`config.mk`:
```
export PLATFORM = sky130hd
export DESIGN_NAME = pulse_cmd_in
export DESIGN_NICKNAME = d
export VERILOG_FILES = /design/src/logic/pcmd_pkg.sv /design/src/logic/pulse_decode.sv /design/src/logic/abs_sender.sv /design/src/logic/pulse_cmd_in.sv
export SDC_FILE = /design/constraint.sdc
export NUM_CORES = 1
export LEC_CHECK = 0
export BUFFER_PORTS_ARGS = -buffer_cell sky130_fd_sc_hd__buf_2
export CAP_MARGIN = 20
export CORE_ASPECT_RATIO = 1.25
export CORE_MARGIN = 8
export CORE_UTILIZATION = 61
export DETAILED_ROUTE_END_ITERATION = 10
export HOLD_SLACK_MARGIN = 0.15
export PLACE_DENSITY_LB_ADDON = 0.3
export SLEW_MARGIN = 10
export SYNTH_ARGS = -nofsm -noshare
export SYNTH_HDL_FRONTEND = slang
export SYNTH_SLANG_ARGS = --single-unit
```
`constraint.sdc`:
```
create_clock -name clk -period 8.45 [get_ports clk]
set_input_delay 0.845 -clock clk [delete_from_list [all_inputs] [get_ports clk]]
set_output_delay 0.845 -clock clk [all_outputs]
set_load 0.05 [all_outputs]
```
`src/logic/pcmd_pkg.sv`:
```
package pcmd_pkg;
  localparam int CLK_HZ = 40_000_000;
  localparam int LD_MAX_KPPS = 500;
  localparam int OC_MAX_KPPS = 200;
  localparam int LR_MAX_KPPS = 4000;
  // Fastest legal pulse period in clock cycles, rounded down.
  localparam int LR_MIN_CYC = CLK_HZ / (LR_MAX_KPPS * 1000);
  localparam int LD_MIN_CYC = CLK_HZ / (LD_MAX_KPPS * 1000);
  // Synchroniser plus edge detect needs each level held this long.
  localparam int MIN_PULSE_CYC = 4;
  localparam int ABS_BIT_NS = 1000;
  localparam int ABS_BIT_CYC = ABS_BIT_NS * (CLK_HZ / 1_000_000) / 1000;

  typedef enum logic [1:0] {
    FMT_QUAD0 = 2'h0,
    FMT_SEP   = 2'h1,
    FMT_QUAD2 = 2'h2,
    FMT_DIR   = 2'h3
  } pulse_fmt_t;

  typedef enum logic [1:0] {
    ABS_IDLE = 2'h0,
    ABS_SER  = 2'h1,
    ABS_PUL  = 2'h3,
    ABS_DONE = 2'h2
  } abs_state_t;

  localparam logic [3:0] ADDR_CTRL   = 4'h0;
  localparam logic [3:0] ADDR_STAT   = 4'h1;
  localparam logic [3:0] ADDR_POS_LO = 4'h2;
  localparam logic [3:0] ADDR_POS_HI = 4'h3;

  localparam int CTL_PATH = 0;
  localparam int CTL_INV = 1;
  localparam int CTL_FMT = 2;
  localparam int CTL_ABS = 4;
  localparam int CTL_RUN_ASG = 5;
  localparam int CTL_POS_CLR = 6;
  localparam logic [5:0] CTRL_RST = 6'h00;

  localparam int STS_SERVO = 0;
  localparam int STS_SENSOR = 1;
  localparam int STS_BUSY = 2;
  localparam int STS_DONE = 3;
  localparam int STS_ENC_RDY = 4;
endpackage : pcmd_pkg

```
`src/logic/pulse_decode.sv`:
```
`timescale 1ns/10ps
module pulse_decode (
  input  wire logic                clk,
  input  wire logic                rst_n,
  input  wire logic                a_in,
  input  wire logic                b_in,
  input  wire pcmd_pkg::pulse_fmt_t fmt,
  output logic                     fwd_ff,
  output logic                     rev_ff
);
  import pcmd_pkg::*;

  logic [1:0] a_sync_ff;
  logic [1:0] b_sync_ff;
  logic       a_q_ff;
  logic       b_q_ff;
  logic       a_rise;
  logic       b_rise;
  logic [1:0] idx_cur;
  logic [1:0] idx_prev;
  logic [1:0] idx_diff;
  logic       nxt_fwd;
  logic       nxt_rev;

  // Stage 0 feeds only stage 1; all decoding looks at stage 1.
  always_ff @(posedge clk) begin
    if (!rst_n) begin
      a_sync_ff <= 2'h0;
      b_sync_ff <= 2'h0;
      a_q_ff    <= 1'b0;
      b_q_ff    <= 1'b0;
    end else begin
      a_sync_ff <= {a_sync_ff[0], a_in};
      b_sync_ff <= {b_sync_ff[0], b_in};
      a_q_ff    <= a_sync_ff[1];
      b_q_ff    <= b_sync_ff[1];
    end
  end

  assign a_rise = a_sync_ff[1] & ~a_q_ff;
  assign b_rise = b_sync_ff[1] & ~b_q_ff;
  assign idx_cur = {a_sync_ff[1], a_sync_ff[1] ^ b_sync_ff[1]};
  assign idx_prev = {a_q_ff, a_q_ff ^ b_q_ff};
  assign idx_diff = idx_prev - idx_cur;

  always_comb begin
    nxt_fwd = 1'b0;
    nxt_rev = 1'b0;
    case (fmt)
      FMT_QUAD0, FMT_QUAD2: begin
        // A double step is a lost edge and counts as nothing.
        nxt_fwd = (idx_diff == 2'h1);
        nxt_rev = (idx_diff == 2'h3);
      end
      FMT_SEP: begin
        nxt_fwd = b_rise & ~a_rise;
        nxt_rev = a_rise & ~b_rise;
      end
      FMT_DIR: begin
        nxt_fwd = a_rise & b_sync_ff[1];
        nxt_rev = a_rise & ~b_sync_ff[1];
      end
      default: begin
        nxt_fwd = 1'b0;
        nxt_rev = 1'b0;
      end
    endcase
  end

  always_ff @(posedge clk) begin
    if (!rst_n) begin
      fwd_ff <= 1'b0;
      rev_ff <= 1'b0;
    end else begin
      fwd_ff <= nxt_fwd;
      rev_ff <= nxt_rev;
    end
  end

  quad_fwd_a: assert property (@(posedge clk) disable iff (!rst_n)
    (fmt == FMT_QUAD0 && !a_q_ff && !b_q_ff && a_sync_ff[1] && !b_sync_ff[1])
    |=> fwd_ff && !rev_ff) else $error("quadrature forward step missed");
  sep_pulse_a: assert property (@(posedge clk) disable iff (!rst_n)
    (fmt == FMT_SEP && a_rise && !b_rise) |=> rev_ff && !fwd_ff)
    else $error("separate reverse pulse missed");
  sync_lat_a: assert property (@(posedge clk) disable iff (!rst_n)
    (fmt == FMT_DIR && !a_in) ##1 (fmt == FMT_DIR && a_in && b_in) ##1 (fmt == FMT_DIR)
    ##1 (fmt == FMT_DIR) |=> fwd_ff)
    else $error("feed pulse not counted three cycles after it arrived");
endmodule : pulse_decode

```
`src/logic/abs_sender.sv`:
```
`timescale 1ns/10ps
module abs_sender #(
  parameter int MT_W    = 16,
  parameter int ST_W    = 16,
  parameter int BIT_CYC = pcmd_pkg::ABS_BIT_CYC
) (
  input  wire logic            clk,
  input  wire logic            rst_n,
  input  wire logic            start,
  input  wire logic            active,
  input  wire logic [MT_W-1:0] multi_turn,
  input  wire logic [ST_W-1:0] single_turn,
  output logic                 ser_ff,
  output logic                 inc_a_ff,
  output logic                 inc_b_ff,
  output pcmd_pkg::abs_state_t state_ff
);
  import pcmd_pkg::*;

  localparam int DIV_W = $clog2(BIT_CYC + 1);
  localparam int CNT_W = $clog2(MT_W + 1);

  if (BIT_CYC < 2) begin : g_bad
    $error("abs_sender: BIT_CYC below 2");
  end

  logic [DIV_W-1:0] div_ff;
  logic             tick;
  logic [MT_W-1:0]  mt_sh_ff;
  logic [CNT_W-1:0] bit_ff;
  logic [ST_W-1:0]  rem_ff;
  logic [1:0]       q_ff;
  logic [1:0]       nxt_q;

  assign tick = (div_ff == DIV_W'(BIT_CYC - 1));
  assign nxt_q = q_ff + 2'h1;

  always_ff @(posedge clk) begin
    if (!rst_n || state_ff == ABS_IDLE || tick) begin
      div_ff <= '0;
    end else begin
      div_ff <= div_ff + DIV_W'(1);
    end
  end

  // Dropping sensor-on aborts at once so a restart always sends all data.
  always_ff @(posedge clk) begin
    if (!rst_n) begin
      state_ff <= ABS_IDLE;
      mt_sh_ff <= '0;
      bit_ff   <= '0;
      rem_ff   <= '0;
    end else if (!active) begin
      state_ff <= ABS_IDLE;
    end else begin
      case (state_ff)
        ABS_IDLE: begin
          if (start) begin
            state_ff <= ABS_SER;
            mt_sh_ff <= multi_turn;
            rem_ff   <= single_turn;
            bit_ff   <= '0;
          end
        end
        ABS_SER: begin
          if (tick) begin
            mt_sh_ff <= mt_sh_ff >> 1;
            bit_ff   <= bit_ff + CNT_W'(1);
            if (bit_ff == CNT_W'(MT_W - 1)) begin
              state_ff <= ABS_PUL;
            end
          end
        end
        ABS_PUL: begin
          if (rem_ff == '0) begin
            state_ff <= ABS_DONE;
          end else if (tick) begin
            rem_ff <= rem_ff - ST_W'(1);
          end
        end
        ABS_DONE: state_ff <= ABS_DONE;
        default: state_ff <= ABS_IDLE;
      endcase
    end
  end

  // Incremental output walks 00,10,11,01 so phase A leads: a forward count.
  always_ff @(posedge clk) begin
    if (!rst_n) begin
      ser_ff   <= 1'b0;
      q_ff     <= 2'h0;
      inc_a_ff <= 1'b0;
      inc_b_ff <= 1'b0;
    end else begin
      ser_ff <= (state_ff == ABS_SER) & mt_sh_ff[0];
      if (state_ff == ABS_PUL && tick && rem_ff != '0) begin
        q_ff     <= nxt_q;
        inc_a_ff <= nxt_q[0] ^ nxt_q[1];
        inc_b_ff <= nxt_q[1];
      end
    end
  end

  ser_order_a: assert property (@(posedge clk) disable iff (!rst_n)
    (state_ff == ABS_SER && active && tick && bit_ff == CNT_W'(MT_W - 1))
    |=> state_ff == ABS_PUL) else $error("pulses did not follow serial data");
endmodule : abs_sender

```
`src/logic/pulse_cmd_in.sv`:
```
// Chosen here: the placing of the registers and the address-and-strobe port.
`timescale 1ns/10ps
module pulse_cmd_in #(
  parameter int POS_W = 32,
  parameter int MT_W  = 16,
  parameter int ST_W  = 16
) (
  input  wire logic             clk,
  input  wire logic             rst_n,
  input  wire logic [3:0]       addr,
  input  wire logic [15:0]      wdata,
  input  wire logic             wr,
  input  wire logic             rd,
  output logic      [15:0]      rdata_ff,
  input  wire logic             reverse_pulse_in,
  input  wire logic             forward_pulse_in,
  input  wire logic             lr_reverse_pulse_in,
  input  wire logic             lr_forward_pulse_in,
  input  wire logic             sensor_on_in,
  input  wire logic             run_cmd_in,
  input  wire logic             enc_ready_in,
  input  wire logic [MT_W-1:0]  enc_multi_turn,
  input  wire logic [ST_W-1:0]  enc_single_turn,
  output logic                  servo_enable_ff,
  output logic signed [1:0]     cmd_step_ff,
  output logic      [POS_W-1:0] pos_ff,
  output logic                  abs_serial_out,
  output logic                  abs_inc_a_out,
  output logic                  abs_inc_b_out
);
  import pcmd_pkg::*;

  // Both paths must be sampled at least MIN_PULSE_CYC per pulse period.
  if (LR_MIN_CYC < MIN_PULSE_CYC || LD_MIN_CYC < MIN_PULSE_CYC) begin : g_rate
    $error("pulse_cmd_in: clock too slow for the top pulse rate");
  end
  if (POS_W <= 16 || POS_W > 32) begin : g_posw
    $error("pulse_cmd_in: POS_W must be 17 to 32");
  end

  logic [5:0]       ctrl_ff;
  logic             pos_clr_ff;
  logic             sensor_q_ff;
  logic             pc_fwd;
  logic             pc_rev;
  logic             lr_fwd;
  logic             lr_rev;
  logic             sel_fwd;
  logic             sel_rev;
  logic             fwd;
  logic             rev;
  logic             abs_en;
  logic             sensor_act;
  logic             abs_start;
  logic             sensor_ok;
  logic             nxt_servo;
  logic signed [1:0] nxt_step;
  logic [15:0]      nxt_rdata;
  logic [31:0]      pos_ext;
  abs_state_t       abs_state;
  pulse_fmt_t       fmt;

  assign fmt = pulse_fmt_t'(ctrl_ff[CTL_FMT +: 2]);
  assign abs_en = ctrl_ff[CTL_ABS];

  // Pins are taken as already high when the LED conducts, so no inversion.
  pulse_decode u_pc_dec (
    .clk    (clk),
    .rst_n  (rst_n),
    .a_in   (reverse_pulse_in),
    .b_in   (forward_pulse_in),
    .fmt    (fmt),
    .fwd_ff (pc_fwd),
    .rev_ff (pc_rev)
  );

  pulse_decode u_lr_dec (
    .clk    (clk),
    .rst_n  (rst_n),
    .a_in   (lr_reverse_pulse_in),
    .b_in   (lr_forward_pulse_in),
    .fmt    (fmt),
    .fwd_ff (lr_fwd),
    .rev_ff (lr_rev)
  );

  assign sel_fwd = ctrl_ff[CTL_PATH] ? lr_fwd : pc_fwd;
  assign sel_rev = ctrl_ff[CTL_PATH] ? lr_rev : pc_rev;
  assign fwd = ctrl_ff[CTL_INV] ? sel_rev : sel_fwd;
  assign rev = ctrl_ff[CTL_INV] ? sel_fwd : sel_rev;

  always_comb begin
    nxt_step = 2'sh0;
    if (fwd && !rev) begin
      nxt_step = 2'sh1;
    end else if (rev && !fwd) begin
      nxt_step = -2'sh1;
    end
  end

  always_ff @(posedge clk) begin
    if (!rst_n) begin
      cmd_step_ff <= 2'sh0;
    end else begin
      cmd_step_ff <= nxt_step;
    end
  end

  // A clear written in the same cycle as a step drops that step.
  always_ff @(posedge clk) begin
    if (!rst_n || pos_clr_ff) begin
      pos_ff <= '0;
    end else begin
      pos_ff <= pos_ff + POS_W'(signed'(cmd_step_ff));
    end
  end

  assign sensor_act = abs_en & sensor_on_in;
  assign abs_start = sensor_act & ~sensor_q_ff;

  always_ff @(posedge clk) begin
    if (!rst_n) begin
      sensor_q_ff <= 1'b0;
    end else begin
      sensor_q_ff <= sensor_act;
    end
  end

  abs_sender #(
    .MT_W    (MT_W),
    .ST_W    (ST_W),
    .BIT_CYC (ABS_BIT_CYC)
  ) u_abs (
    .clk         (clk),
    .rst_n       (rst_n),
    .start       (abs_start),
    .active      (sensor_act),
    .multi_turn  (enc_multi_turn),
    .single_turn (enc_single_turn),
    .ser_ff      (abs_serial_out),
    .inc_a_ff    (abs_inc_a_out),
    .inc_b_ff    (abs_inc_b_out),
    .state_ff    (abs_state)
  );

  // With the absolute interface off, sensor-on only shows in the status word.
  assign sensor_ok = !abs_en || (sensor_on_in && abs_state == ABS_DONE);
  assign nxt_servo = ctrl_ff[CTL_RUN_ASG] & run_cmd_in
                   & enc_ready_in & sensor_ok;

  always_ff @(posedge clk) begin
    if (!rst_n) begin
      servo_enable_ff <= 1'b0;
    end else begin
      servo_enable_ff <= nxt_servo;
    end
  end

  always_ff @(posedge clk) begin
    if (!rst_n) begin
      ctrl_ff    <= CTRL_RST;
      pos_clr_ff <= 1'b0;
    end else begin
      pos_clr_ff <= wr && addr == ADDR_CTRL && wdata[CTL_POS_CLR];
      if (wr && addr == ADDR_CTRL) begin
        ctrl_ff <= wdata[5:0];
      end
    end
  end

  assign pos_ext = 32'(pos_ff);

  always_comb begin
    nxt_rdata = 16'h0000;
    case (addr)
      ADDR_CTRL: nxt_rdata[5:0] = ctrl_ff;
      ADDR_STAT: begin
        nxt_rdata[STS_SERVO]   = servo_enable_ff;
        nxt_rdata[STS_SENSOR]  = sensor_on_in;
        nxt_rdata[STS_BUSY]    = abs_state == ABS_SER || abs_state == ABS_PUL;
        nxt_rdata[STS_DONE]    = abs_state == ABS_DONE;
        nxt_rdata[STS_ENC_RDY] = enc_ready_in;
      end
      ADDR_POS_LO: nxt_rdata = pos_ext[15:0];
      ADDR_POS_HI: nxt_rdata = pos_ext[31:16];
      default: nxt_rdata = 16'h0000;
    endcase
  end

  always_ff @(posedge clk) begin
    if (!rst_n) begin
      rdata_ff <= 16'h0000;
    end else if (rd) begin
      rdata_ff <= nxt_rdata;
    end else begin
      rdata_ff <= 16'h0000;
    end
  end

  run_off_a: assert property (@(posedge clk) disable iff (!rst_n)
    !run_cmd_in |=> !servo_enable_ff) else $error("servo on without run command");
  no_assign_a: assert property (@(posedge clk) disable iff (!rst_n)
    !ctrl_ff[CTL_RUN_ASG] |=> !servo_enable_ff)
    else $error("servo on with run command unassigned");
  sensor_gate_a: assert property (@(posedge clk) disable iff (!rst_n)
    (abs_en && (!sensor_on_in || !enc_ready_in)) |=> !servo_enable_ff)
    else $error("servo on before sensor-on and encoder ready");
  sensor_ignore_a: assert property (@(posedge clk) disable iff (!rst_n)
    (!abs_en && abs_state == ABS_IDLE) |=> abs_state == ABS_IDLE)
    else $error("sensor-on acted with absolute interface off");
  abs_start_a: assert property (@(posedge clk) disable iff (!rst_n)
    (abs_en && sensor_on_in && !sensor_q_ff && abs_state == ABS_IDLE)
    |=> abs_state == ABS_SER) else $error("sensor-on did not start transmission");
  path_sel_a: assert property (@(posedge clk) disable iff (!rst_n)
    (ctrl_ff[CTL_PATH] && !ctrl_ff[CTL_INV] && lr_fwd && !lr_rev)
    |=> cmd_step_ff == 2'sh1) else $error("line receiver step not taken");
  dir_inv_a: assert property (@(posedge clk) disable iff (!rst_n)
    (!ctrl_ff[CTL_PATH] && ctrl_ff[CTL_INV] && pc_fwd && !pc_rev)
    |=> cmd_step_ff == -2'sh1) else $error("inverted step has wrong sign");
  pos_acc_a: assert property (@(posedge clk) disable iff (!rst_n)
    (!pos_clr_ff && cmd_step_ff == 2'sh1) |=> pos_ff == $past(pos_ff) + POS_W'(1))
    else $error("position did not advance by one");

  // Read data stand only in the cycle after the strobe, so a stale word is never seen.
  rd_idle_a: assert property (@(posedge clk) disable iff (!rst_n)
    !rd |=> rdata_ff == 16'h0000) else $error("read data not cleared");

  ctrl_rd_a: assert property (@(posedge clk) disable iff (!rst_n)
    (rd && addr == ADDR_CTRL) |=> rdata_ff == {10'h000, $past(ctrl_ff)})
    else $error("control read back wrong");

  ctrl_wr_a: assert property (@(posedge clk) disable iff (!rst_n)
    (wr && addr == ADDR_CTRL) |=> ctrl_ff == $past(wdata[5:0]))
    else $error("control write not taken");

  clr_pos_a: assert property (@(posedge clk) disable iff (!rst_n)
    pos_clr_ff |=> pos_ff == '0) else $error("position not cleared");

  step_fwd_a: assert property (@(posedge clk) disable iff (!rst_n)
    (fwd && !rev) |=> cmd_step_ff == 2'sh1) else $error("forward step not taken");

  step_rev_a: assert property (@(posedge clk) disable iff (!rst_n)
    (rev && !fwd) |=> cmd_step_ff == -2'sh1) else $error("reverse step not taken");

  step_none_a: assert property (@(posedge clk) disable iff (!rst_n)
    (!fwd && !rev) |=> cmd_step_ff == 2'sh0) else $error("step without a count");

  lr_quiet_a: assert property (@(posedge clk) disable iff (!rst_n)
    (ctrl_ff[CTL_PATH] && !lr_fwd && !lr_rev) |=> cmd_step_ff == 2'sh0)
    else $error("unselected photocoupler path counted");

  pc_quiet_a: assert property (@(posedge clk) disable iff (!rst_n)
    (!ctrl_ff[CTL_PATH] && !pc_fwd && !pc_rev) |=> cmd_step_ff == 2'sh0)
    else $error("unselected line receiver path counted");

  inv_fwd_a: assert property (@(posedge clk) disable iff (!rst_n)
    (!ctrl_ff[CTL_PATH] && ctrl_ff[CTL_INV] && pc_rev && !pc_fwd)
    |=> cmd_step_ff == 2'sh1) else $error("inverted reverse step has wrong sign");

  done_gate_a: assert property (@(posedge clk) disable iff (!rst_n)
    (abs_en && abs_state != ABS_DONE) |=> !servo_enable_ff)
    else $error("servo on before initial data sent");

  ready_gate_a: assert property (@(posedge clk) disable iff (!rst_n)
    !enc_ready_in |=> !servo_enable_ff) else $error("servo on without encoder ready");

  run_on_a: assert property (@(posedge clk) disable iff (!rst_n)
    (ctrl_ff[CTL_RUN_ASG] && run_cmd_in && enc_ready_in && !abs_en) |=> servo_enable_ff)
    else $error("servo off despite run command");

  sensor_drop_a: assert property (@(posedge clk) disable iff (!rst_n)
    (abs_state != ABS_IDLE && !sensor_act) |=> abs_state == ABS_IDLE)
    else $error("transfer not aborted on sensor-on drop");

  stat_servo_a: assert property (@(posedge clk) disable iff (!rst_n)
    (rd && addr == ADDR_STAT) |=> rdata_ff[STS_SERVO] == $past(servo_enable_ff))
    else $error("status servo bit wrong");

  stat_done_a: assert property (@(posedge clk) disable iff (!rst_n)
    (rd && addr == ADDR_STAT && abs_state == ABS_DONE) |=> rdata_ff[STS_DONE])
    else $error("status done bit missing");

  unmapped_rd_a: assert property (@(posedge clk) disable iff (!rst_n)
    (rd && addr > ADDR_POS_HI) |=> rdata_ff == 16'h0000)
    else $error("unmapped read not zero");
endmodule : pulse_cmd_in

```
# == Word level (Yosys, flattened, before mapping) ==
# Cells that the tools add are included.
# classes
n_addsub,7
eq_ne,21
muxes,28
bitwise_logic,35
reduce_logical,30
# ops
cell,count
$mux 16,5
$pmux 16 s2,2
$add 32x32->32,1
$pmux 10 s2,1
$pmux 5 s4,1
$and 1x1->1,18
$logic_not 16->1,1
$reduce_bool 16->1,1
$sub 16x1->16 const B,1
$pmux 1 s3,5
$eq 2x2->1 const B,6
$not 1->1,12
$mux 2,5
$mux 5,2
$pmux 5 s2,1
$eq 2x1->1 const B,4
$eq 4x2->1 const B,2
$ne 2x1->1 const B,4
$pmux 2 s4,1
$reduce_and 4->1,2
$logic_and 1x1->1,7
$add 6x1->6 const B,1
$eq 6x6->1 const B,1
$add 5x1->5 const B,1
15 further kinds,36
# word_totals
register_bits,125
input_bits,63
output_inout_bits,54
word_cells,150

# == Longest topological paths before layout ==
# Gate-level depths: netlist of run 1.
# logic_depth
word_depth,6
depth_mapped,10
ltp_nobuf,10

# == Cells and area by module ==
# Synthesis of run 1 repeated with hierarchy kept, for this count alone.
# hier_totals
cells_unflattened,768
hier_area_um2,6739.0
# modules_own_cells
module,n_inst,cells_each,area_each_um2,seq_area_each_um2
pulse_cmd_in,1,406,3575.9,1181.1
abs_sender,1,300,2517.4,980.9
pulse_decode,2,31,322.8,160.2

# == Least setup slack after synthesis of run 1 ==
# No wires, ideal clock.
# synth_timing
kind,register to register
from,register cmd_step_ff[1]
to,register pos_ff[30]
setup_ns,0.121
arrival_ns,3.444
required_ns,8.329
slack_ns,4.884
path_stages_with_launch,10
path_buffers,0
period_less_slack_ns,3.566
path_cell_list,dfxtp_1 inv_1 fa_1 nand2b_1 a211o_1 nor2b_4 o311a_4 o41a_1 a21boi_1 mux2i_1
# synth_between
elab_chain_len,1
# synth_lines
item,line_no,rtl
from (decl),pulse_cmd_in.sv:25,"output logic signed [1:0] cmd_step_ff,"
from (signal assigned),pulse_cmd_in.sv:105,cmd_step_ff <= nxt_step;
$add 32x32->32,pulse_cmd_in.sv:114,pos_ff <= pos_ff + POS_W'(signed'(cmd_step_ff));
to (signal assigned),pulse_cmd_in.sv:114,
to (decl),pulse_cmd_in.sv:26,"output logic [POS_W-1:0] pos_ff,"
# No other way between the ends.
# A chain may end at the register's enable or synchronous reset.

# == Final worst setup path of run 1 ==
# layout_timing
from,register u_abs.state_ff[0]
to,register u_abs.rem_ff[9]
# layout_between
elab_chain_len,3
word_cells_on_any_way,8
classes_between,eq/ne (4); mux (1); reduce/logical (3)
# layout_lines
item,line_no,rtl
from (decl),abs_sender.sv:16,output pcmd_pkg::abs_state_t state_ff
from (signal assigned),abs_sender.sv:49,state_ff <= ABS_IDLE;
from (signal assigned),abs_sender.sv:54,state_ff <= ABS_IDLE;
from (signal assigned),abs_sender.sv:59,state_ff <= ABS_SER;
$eq 2x2->1 / $logic_not 2->1 (equally long branches),abs_sender.sv:56,case (state_ff)
$ne 2x1->1 (no source line) (tied with other cells),-,
$reduce_and 5->1 (no source line),-,
to (signal assigned),abs_sender.sv:61,rem_ff <= single_turn;
to (signal assigned),abs_sender.sv:78,rem_ff <= rem_ff - ST_W'(1);
to (decl),abs_sender.sv:31,logic [ST_W-1:0] rem_ff;
# Parallel ways exist; a longest one is shown, timed or not.

==> metrics.cfg, run 1 <==
[critical_path]
arrival_ns = 3.53
crit_buf_inv = 0
cpPeakStageDelay_ns = 0.65
path_class = register to register
crit_path_max_fanout = 33
cp.required_ns = 8.76
path_delay_family = compound AO/OA/AOI/OAI gates
startpoint_type = register
critPathSlowestCell = dfxtp_1
critPathCaptureType = register
crit_chain = nand2_1 -> or4_1 -> a21oi_2 -> o21ba_2 -> o21ai_0 -> a22oi_1 -> nor2b_1

[routing]
routed_wl_um = 18380
vias = 6314
routed_via_density = 6.089
post_drt_wl_per_cell_um = 17.72
route.detailed.drc = 0
antenna_left = 0
dr.pass1.iters = 6
first_iter_violations = 537

[synthesis]
ys_seq_elements = 124
synth_edf_count = 0
synth_warnings = 0
synth_top_cell_by_area = dfxtp_1
synth_top_area_share = 0.3616
synthTopCellsByCount = dfxtp_1 (124), nand2_1 (83), nor2_1 (68)
synth_cells = 797
syn_nets = 903
synth_most_common_cell = dfxtp_1
synth_area_per_cell_um2 = 8.614
synth_flop_cell = dfxtp_1
ys_seq_area_frac = 0.3616
async_reset_ff_frac = 0
synthesis.area_um2 = 6865
yosysUniqueCellTypes = 63
synth_area_leaders = dfxtp_1 (36%), ha_1 (7.7%), nand2_1 (4.5%), nor2_1 (3.7%), mux2i_1 (3.2%)

[floorplan]
die-area_um2 = 14930
chipWidth_um = 110.9
initial_core_util = 0.6225
placementRows = 43
die_h_um = 134.6
io-pin-count = 117
core_area_um2 = 11030

[global_routing]
grt-busiest-layer = met2
gr-total-overflow = 0
grt_max_degree = 73
met3_usage = 0.06613
grt_pass1_wl_um = 30170
grtUsageMet1 = 0.2643
grt_pass1_vias = 6463
use_met2 = 0.4307
grt.total_usage = 0.2450
antenna_found_initial = 1

[cts]
htree_levels = 4
cts.sinks = 124
cts.clk_slew.worst_paths_ns = 0.06
cts_inserted_buffers = 17
cts_buffer_depth = 2
cts_setup_buffers = 0
cts_root_buffer = clkbuf_16
cts_resized = 0
hold_buffers = 0
cts_tree = yes
clock_latency_ns = 0.42

[job]
maxCapViolations = 0

[sta]
drv_slew = 0
min_period_over_period = 0.3811
finClkSkew_ns = 0.01146
rsz0062_at_grt = false
worst_slack_ns = 5.230
holdWs_ns = 0.4337
tightestPinTransition_ns = 0.9559
slew_headroom = 0.3627
finalSetupViolCount = 0
fin_crit_ns = 3.220
tns_ns = 0
timing.fmax_mhz = 310.5
hold_viol_final = 0

[placed_design]
dp_hpwl_um = 13170
gp_congestion = 0.9388
io_buffers = 107
post-place-ws_ns = 5.286

[final_layout]
fillers = 810
regArea_um2 = 2482
drive_gt1_frac = 0.1831
area_growth_pct = 18.32
multi_input_area_um2 = 4145
layout.nets = 994

[pwr]
leakagePower_nw = 3.810
power.density_nw_per_um2 = 189.9
vdd_drop_max_mv = 0.1294

[outcome]
outcome = finished, final reports clean

[worst_hold_path]
min_path_type = register to register

## worst reg2reg max path: cells and delay by family, from the launching register on
| kind | cells | cell delay (ns) |
|---|---|---|
| DFF | 1 | 0.65 |
| and+or+nand+nor | 3 | 1.19 |
| AOI/OAI and AO/OA | 4 | 1.28 |
## through the flow
| step | util | std cells | power, mW | instance area (µm²) |
|---|---|---|---|---|
| after global placement | 0.6753 | 1003 | 0.7430 | 7448 |
| after floorplan | - | 797 | 0.7089 | 6865 |
| after global routing | 0.7365 | 1037 | 1.584 | 8123 |
| after detailed placement | 0.6778 | 1004 | 0.7484 | 7476 |
| final | 0.7365 | 1037 | 1.542 | 8123 |
| after CTS | 0.7362 | 1036 | 1.548 | 8120 |
## area by class of cell
cell class                      count  share of cell area
Multi-Input combinational cell    610              0.5103
Sequential cell                   124              0.3056
Timing Repair Buffer              112             0.07301
Clock buffer                       18             0.05283
Clock inverter                     14             0.02649
Tap cell                          135             0.02079
Inverter                           23             0.01063
Antenna cell                        1           0.0003081
## logic make-up (layout without fill, tap and decap cells)
logic type | Yosys count | count (layout) | synth area share
other | 0 | 1 | 0
muxes | 29 | 29 | 0.05340
buffers and inverters | 63 | 167 | 0.03517
and+or+nand+nor | 304 | 304 | 0.2223
DFF | 124 | 124 | 0.3616
AOI/OAI and AO/OA | 200 | 200 | 0.2047
adders and majority gates | 43 | 43 | 0.07946
xor gates and xnor gates | 34 | 34 | 0.04338
## where the power goes
| part | total [mW] | switching, mW | leakage [nW] | internal [mW] |
|---|---|---|---|---|
| Clock | 0.805 | 0.280 | 0.311 | 0.525 |
| Sequential | 0.608 | 0.0111 | 1.00 | 0.597 |
| Combinational | 0.129 | 0.0817 | 2.50 | 0.0473 |
| Total | 1.54 | 0.373 | 3.81 | 1.17 |
## per-layer routing
| layer | wire length, µm | share of wire |
|---|---|---|
| met3 | 1153 | 0.063 |
| met5 | 0 | 0 |
| met4 | 631 | 0.034 |
| met2 | 9130 | 0.50 |
| met1 | 7464 | 0.41 |
## worst paths after layout
kind,slack (ns),end,from,depth (start not counted)
worst max-delay path,5.23,u_abs.rem_ff[9],u_abs.state_ff[0],7
worst min-delay path,0.43,u_lr_dec.b_sync_ff[1],u_lr_dec.b_sync_ff[0],1
worst max register to register,5.23,u_abs.rem_ff[9],u_abs.state_ff[0],7
worst min register to register,0.43,u_lr_dec.b_sync_ff[1],u_lr_dec.b_sync_ff[0],1
## placed cells by master (no fill, tap or decap), drive strengths merged, types with 21 or more instances in the layout
cell type    n
a21oi       41
a22oi       26
and2        22
buf        112
dfxtp      124
ha          42
inv         26
mux2i       22
nand2       83
nor2        68
nor2b       36
nor3        25
o21ai       41
xor2        21
## registers in the layout, summed over array words and instances, names as in the netlist, 2 cells and up
register and flops:
u_abs.q_ff 2, u_pc_dec.a_sync_ff 2, pos_ff 32, u_pc_dec.b_sync_ff 2, u_abs.mt_sh_ff 16, u_lr_dec.b_sync_ff 2
u_abs.bit_ff 5, cmd_step_ff 2, u_abs.div_ff 6, u_abs.state_ff 2, ctrl_ff 6, rdata_ff 16
u_lr_dec.a_sync_ff 2, u_abs.rem_ff 16
Note: power is estimated with default switching activity, not from simulation.
==> run 2, diff against run 1 <==
--- a/config.mk
+++ b/config.mk
@@ -9,7 +9,7 @@
 export CAP_MARGIN = 20
 export CORE_ASPECT_RATIO = 1.25
 export CORE_MARGIN = 8
-export CORE_UTILIZATION = 61
+export CORE_UTILIZATION = 51
 export DETAILED_ROUTE_END_ITERATION = 10
 export HOLD_SLACK_MARGIN = 0.15
 export PLACE_DENSITY_LB_ADDON = 0.3
==> constraint.sdc (replaced) <==
create_clock -name clk -period 2.9 [get_ports clk]
set_input_delay 0.29 -clock clk [delete_from_list [all_inputs] [get_ports clk]]
set_output_delay 0.29 -clock clk [all_outputs]
set_load 0.05 [all_outputs]
==> run 2 against run 1 <==
  * Non-clock buffer count up 21
  * Flip-flop and latch count unchanged
  * Maximum frequency up 15%
  * Die area up 17%
  * Clock power rose to 2.5 times the previous value
  * Via count down 1.8%
  * Critical path depth up 3
  * Sequential power rose to 2.9 times the previous value
  * Sequential share of layout area down 0.50 points
  * Register-to-register slack worse by 5.1 ns
  * Worst hold slack worse by 0.28 ns
==> metrics.cfg, run 2 (synthesis gave the netlist of run 1 again) <==
[critical_path]
cpPeakStageDelay_ns = 0.41  ; -0.24 ns
path_delay_family = compound AO/OA/AOI/OAI gates
critPathCaptureType = register
startpoint_type = register
crit_chain = ha_1 -> inv_1 -> fa_1 -> nand2b_4 -> a211o_1 -> nor2b_4 -> o311a_4 -> o41a_1 -> a21boi_1 -> mux2i_1
path_class = register to register
crit_buf_inv = 1  ; +1
cp.required_ns = 3.20  ; -5.56 ns
critPathSlowestCell = fa_1
crit_path_max_fanout = 5  ; -85%
arrival_ns = 3.09  ; -0.44 ns

[pwr]
p_clk_frac = 0.486  ; -0.036
fin_total_pwr_mw = 4.209  ; +170%
p_int_mw = 3.209  ; +170%
switching_share = 0.2375  ; -0.004434
p_sw_mw = 0.9998  ; +170%
vdd_drop_max_mv = 0.3785  ; +190%
power_frac_seq = 0.421  ; +0.027
power.density_nw_per_um2 = 508.4  ; +170%
leakagePower_nw = 3.874  ; +1.7%
comb_power_share = 0.093  ; +0.009

[cts]
cts_inserted_buffers = 17  ; unchanged
htree_levels = 4  ; unchanged
clock_latency_ns = 0.42  ; about the same
cts.clk_slew.worst_paths_ns = 0.05  ; about the same
cts_tree = yes
cts.sinks = 124  ; unchanged
cts_root_buffer = clkbuf_16
cts_buffer_depth = 2  ; unchanged
cts_setup_buffers = 0  ; unchanged

[global_routing]
grt_pass1_wl_um = 29880  ; -0.96%
gr-total-overflow = 0  ; unchanged
grt_max_degree = 72  ; -1.4%
grt_pass1_vias = 6236  ; -3.5%
grt.total_usage = 0.2086  ; -0.03642
antenna_found_initial = 0  ; -1

[placed_design]
dp_cells = 1048  ; +4.4%
placedInstanceArea_um2 = 7567  ; +1.2%
gp_congestion = 0.9410  ; +0.23%
io_buffers = 107  ; unchanged
post-place-ws_ns = 0.1498  ; -5.136 ns
dp_hpwl_um = 12890  ; -2.1%

[routing]
first_iter_violations = 457  ; -15%
vias = 6199  ; -1.8%
dr.pass1.iters = 4  ; -2
post_drt_wl_per_cell_um = 16.25  ; -8.3%
routed_wl_um = 17730  ; -3.5%
route.detailed.drc = 0  ; unchanged
antenna_left = 0  ; unchanged
routed_via_density = 5.682  ; -6.7%

[floorplan]
io-pin-count = 117  ; unchanged
core_area_um2 = 13170  ; +19%
die-area_um2 = 17450  ; +17%
chipWidth_um = 119.8  ; +8.0%
die_h_um = 145.7  ; +8.3%
initial_core_util = 0.5212  ; -0.1013
placementRows = 47  ; +9.3%

[sta]
finalSetupViolCount = 0  ; unchanged
tightestPinTransition_ns = 0.9611  ; +0.005207 ns
tns_ns = 0  ; unchanged
slew_headroom = 0.3593  ; -0.003471
finClkSkew_ns = 0.01118  ; -0.0002748 ns
fin_crit_ns = 2.790  ; -0.4305 ns
min_period_over_period = 0.9621  ; +0.5809
holdWs_ns = 0.1505  ; -0.2832 ns
hold_viol_final = 0  ; unchanged
worst_slack_ns = 0.1100  ; -5.120 ns
rsz0062_at_grt = false
timing.fmax_mhz = 358.4  ; +15%
drv_slew = 0  ; unchanged

[final_layout]
drive_gt1_frac = 0.1880  ; +0.004914
regArea_um2 = 2489  ; +0.25%
layout_commonest_cell = dfxtp_1
final_cell_mix = dfxtp_1 (121), buf_2 (107), nand2_1 (83)
layout.nets = 1015  ; +2.1%
largest_register = pos_ff
multi_input_area_um2 = 4159  ; +0.33%
postLayoutCellArea_um2 = 8279  ; +1.9%
post-route-util = 0.6285  ; -0.1080
largest_reg_flops = 32  ; unchanged
area_growth_pct = 20.59
stdcell_count = 1091  ; +5.2%
fillers = 1186  ; +46%
num_antenna_cells = 0  ; -1

[worst_hold_path]
min_path_type = primary input to register

[job]
maxCapViolations = 0  ; unchanged

[outcome]
outcome = finished, final reports clean

[run 2: final timing paths]
kind / startpoint / end / slack, ns / depth (start not counted)
worst max-delay path: pos_ff[0] / pos_ff[30] / 0.11 / 10
worst min-delay path: enc_ready_in / servo_enable_ff / 0.15 / 3
worst max register to register: pos_ff[0] / pos_ff[30] / 0.11 / 10
worst min register to register: u_lr_dec.a_sync_ff[0] / u_lr_dec.a_sync_ff[1] / 0.43 / 1
[run 2: final cells by class]
cell class | instances | area share
well taps | 171 | 0.02584
clock inverters | 7 | 0.01088
multi-input cells | 610 | 0.5023
clock buffers | 23 | 0.05773
repair buffers | 133 | 0.09219
flip-flops and latches | 124 | 0.3006
inverters | 23 | 0.01043
[run 2: layer usage]
layer  vias to the layer above  share of wire  global-route usage
li1                       3077              -                   -
met5                         -              0                   0
met3                        29          0.064             0.06328
met2                       177           0.46              0.3332
met1                      2916           0.45              0.2580
met4                         0          0.020             0.07702
[run 2: power by group through the flow]
stage	logic (mW)	clock network [mW]	registers (mW)
final	0.391	2.05	1.77
after global routing	0.431	2.15	1.78
after CTS	0.392	2.07	1.77
after detailed placement	0.375	0	1.81
after global placement	0.372	0	1.81
after floorplan	0.192	0	1.87
[run 2: timing repair]
item | 4_1_cts | 5_1_grt
hold buffers | 13 | 0
setup endpoints to repair | 0 | 3
gates resized for setup | 0 | 2
endpoints found under the hold margin | 13 | 0
[run 2: worst min-delay path: stages]
cell	delay (ns)
buf_2	0.12
nand4_1	0.08
a21oi_1	0.04
==> run 3, diff against run 2 <==
--- a/config.mk
+++ b/config.mk
@@ -7,12 +7,12 @@
 export LEC_CHECK = 0
 export BUFFER_PORTS_ARGS = -buffer_cell sky130_fd_sc_hd__buf_2
 export CAP_MARGIN = 20
-export CORE_ASPECT_RATIO = 1.25
+export CORE_ASPECT_RATIO = 2
 export CORE_MARGIN = 8
 export CORE_UTILIZATION = 51
 export DETAILED_ROUTE_END_ITERATION = 10
 export HOLD_SLACK_MARGIN = 0.15
-export PLACE_DENSITY_LB_ADDON = 0.3
+export PLACE_DENSITY = 0.81
 export SLEW_MARGIN = 10
 export SYNTH_ARGS = -nofsm -noshare
 export SYNTH_HDL_FRONTEND = slang
==> run 3 against run 2 <==
  * Via count grew 1.7%
  * Register-to-register slack about the same
  * Clock power up 4%
  * Worst setup slack improved by 0.013 ns
  * Critical path depth down 1
  * Sequential power barely moved
  * Core utilization down 0.89 points
  * Sequential share of layout area grew 0.17 points
==> metrics.cfg, run 3 (synthesis gave the netlist of run 1 again) <==
[critical_path]
crit_buf_inv = 1  ; unchanged
rrSetupSlack_ns = 0.12  ; about the same
startpoint_type = register
r2r_cells = 9  ; -1
critPathCaptureType = register
critPathSlowestCell = fa_1
cpPeakStageDelay_ns = 0.45  ; +0.04 ns
crit_chain = inv_1 -> fa_1 -> nand2b_1 -> a211o_1 -> nor2b_4 -> o311a_4 -> o41a_1 -> a21boi_1 -> mux2i_1
path_class = register to register
path_delay_family = compound AO/OA/AOI/OAI gates
worstReg2RegEnd = pos_ff[30]
r2r_start = cmd_step_ff[1]
cp.required_ns = 3.21  ; about the same
startpoint = cmd_step_ff[1]
crit_path_max_fanout = 12  ; +7
arrival_ns = 3.08  ; about the same

[floorplan]
die_h_um = 180.1  ; +24%
die-area_um2 = 17660  ; +1.2%
chipWidth_um = 98.04  ; -18%
core_area_um2 = 13290  ; +0.87%
io-pin-count = 117  ; unchanged
placementRows = 60  ; +28%
initial_core_util = 0.5167  ; -0.004515

[worst_hold_path]
whs_endpoint = ctrl_ff[5]
worstHoldStart = wdata[5]
hold_depth = 3  ; unchanged
min_path_type = primary input to register

[sta]
hold_viol_final = 0  ; unchanged
min_period_over_period = 0.9576  ; -0.004513
tns_ns = 0  ; unchanged
slew_headroom = 0.5083  ; +0.1490
finClkSkew_ns = 0.01206  ; +0.0008784 ns
finalSetupViolCount = 0  ; unchanged
rsz0062_at_grt = false
holdWs_ns = 0.1758  ; +0.02530 ns
timing.fmax_mhz = 360.1  ; +0.47%
drv_slew = 0  ; unchanged
tightestPinTransition_ns = 0.7349  ; -0.2262 ns
fin_crit_ns = 2.777  ; -0.01309 ns

[placed_design]
io_buffers = 107  ; unchanged
dp_cells = 1029  ; -1.8%
dp_hpwl_um = 12750  ; -1.1%
gp_congestion = 0.8725  ; -7.3%

[final_layout]
drive_gt1_frac = 0.1900  ; +0.001913
num_antenna_cells = 0  ; unchanged
layout.nets = 1009  ; -0.59%
area_growth_pct = 19.92
stdcell_count = 1071  ; -1.8%
final_cell_mix = dfxtp_1 (121), buf_2 (107), nand2_1 (83)
largest_reg_flops = 32  ; unchanged
fillers = 1130  ; -4.7%
post-route-util = 0.6196  ; -0.008928
multi_input_area_um2 = 4145  ; -0.33%
layout_commonest_cell = dfxtp_1
regArea_um2 = 2489  ; unchanged
largest_register = pos_ff

[cts]
htree_levels = 4  ; unchanged
cts_inserted_buffers = 17  ; unchanged
cts_tree = yes
cts_root_buffer = clkbuf_16
cts_setup_buffers = 0  ; unchanged
cts.sinks = 124  ; unchanged
cts.clk_slew.worst_paths_ns = 0.07  ; +0.02 ns
cts_buffer_depth = 2  ; unchanged
clock_latency_ns = 0.42  ; about the same

[job]
maxCapViolations = 0  ; unchanged

[global_routing]
gr-total-overflow = 0  ; unchanged
grt_pass1_wl_um = 28690  ; -4.0%
grt.total_usage = 0.1963  ; -0.01231
grt_pass1_vias = 6098  ; -2.2%
antenna_found_initial = 0  ; unchanged
grt_max_degree = 51  ; -29%

[pwr]
leakagePower_nw = 3.849  ; -0.65%
power.density_nw_per_um2 = 521.1  ; +2.5%
power_frac_seq = 0.414  ; -0.007
comb_power_share = 0.090  ; -0.003
vdd_drop_max_mv = 0.4148  ; +9.6%
p_clk_frac = 0.496  ; +0.010
p_sw_mw = 1.174  ; +17%
p_int_mw = 3.116  ; -2.9%
switching_share = 0.2736  ; +0.03606
fin_total_pwr_mw = 4.290  ; +1.9%

[outcome]
outcome = finished, final reports clean

[routing]
route.detailed.drc = 0  ; unchanged
routed_wl_um = 17550  ; -1.0%
post_drt_wl_per_cell_um = 16.39  ; +0.83%
vias = 6307  ; +1.7%
routed_via_density = 5.889  ; +3.6%
antenna_left = 0  ; unchanged
dr.pass1.iters = 5  ; +1
first_iter_violations = 369  ; -19%

-- run 3: changes by cell type in the layout (fill, tap and decap cells not counted), moves of 3 or more --
cell / before / now
inv_6: 0 / 5
inv_8: 0 / 5
buf_4: 13 / 9
clkbuf_1: 3 / 0
clkbuf_8: 3 / 0
clkinv_2: 3 / 0
dlygate4sd3_1: 13 / 10
-- run 3: per-layer routing --
metal / vias up / routed length, µm / global-route usage
met5: - / 0 / 0
met2: 209 / 8295 / 0.3188
li1: 3080 / - / -
met1: 2991 / 7586 / 0.2364
met3: 27 / 1370 / 0.06153
met4: 0 / 297 / 0.06981
-- run 3: what timing repair did --
item / CTS / global route
setup endpoints to repair: 0 / 0
hold endpoints to repair: 10 / 0
hold buffers: 10 / 0
resized for setup: 0 / 0
-- run 3: power groups by stage --
stage	clock network (mW)	registers [mW]	logic, mW
after detailed placement	0	1.81	0.373
after global routing	2.23	1.78	0.423
after CTS	2.16	1.77	0.385
after global placement	0	1.81	0.363
after floorplan	0	1.87	0.192
final	2.13	1.77	0.386
-- run 3: worst min-delay path: cells and delay by family --
| kind | cells | cell delay (ns) |
|---|---|---|
| buffers and inverters | 1 | 0.08 |
| multiplexers | 1 | 0.05 |
| AND/OR/NAND/NOR | 1 | 0.12 |
-- run 3: worst max-delay path by stage --
stage                      end  slack (ns)  depth (start not counted)
6_report            pos_ff[30]        0.12                          9
5_1_grt        u_abs.rem_ff[3]        0.02                          8
4_1_cts             pos_ff[30]        0.13                          9
3_5_place_dp        pos_ff[30]        0.14                          9
3_3_place_gp        pos_ff[30]        0.17                          9
2_1_floorplan       pos_ff[30]        0.05                          9
-- run 3: per-stage QoR --
stage               area (µm²)  worst slack (ns)
floorplan                 6872           0.04547
global placement          7537            0.1725
detailed placement        7537            0.1444
CTS                       8233            0.1274
global route              8233           0.02349
finish                    8233            0.1231
-- run 3: layout make-up --
cell class	count	share of cell area
Clock buffer	17	0.05167
Clock inverter	15	0.02067
Inverter	23	0.01049
Multi-Input combinational cell	610	0.5035
Sequential cell	124	0.3023
Tap cell	155	0.02356
Timing Repair Buffer	127	0.08784
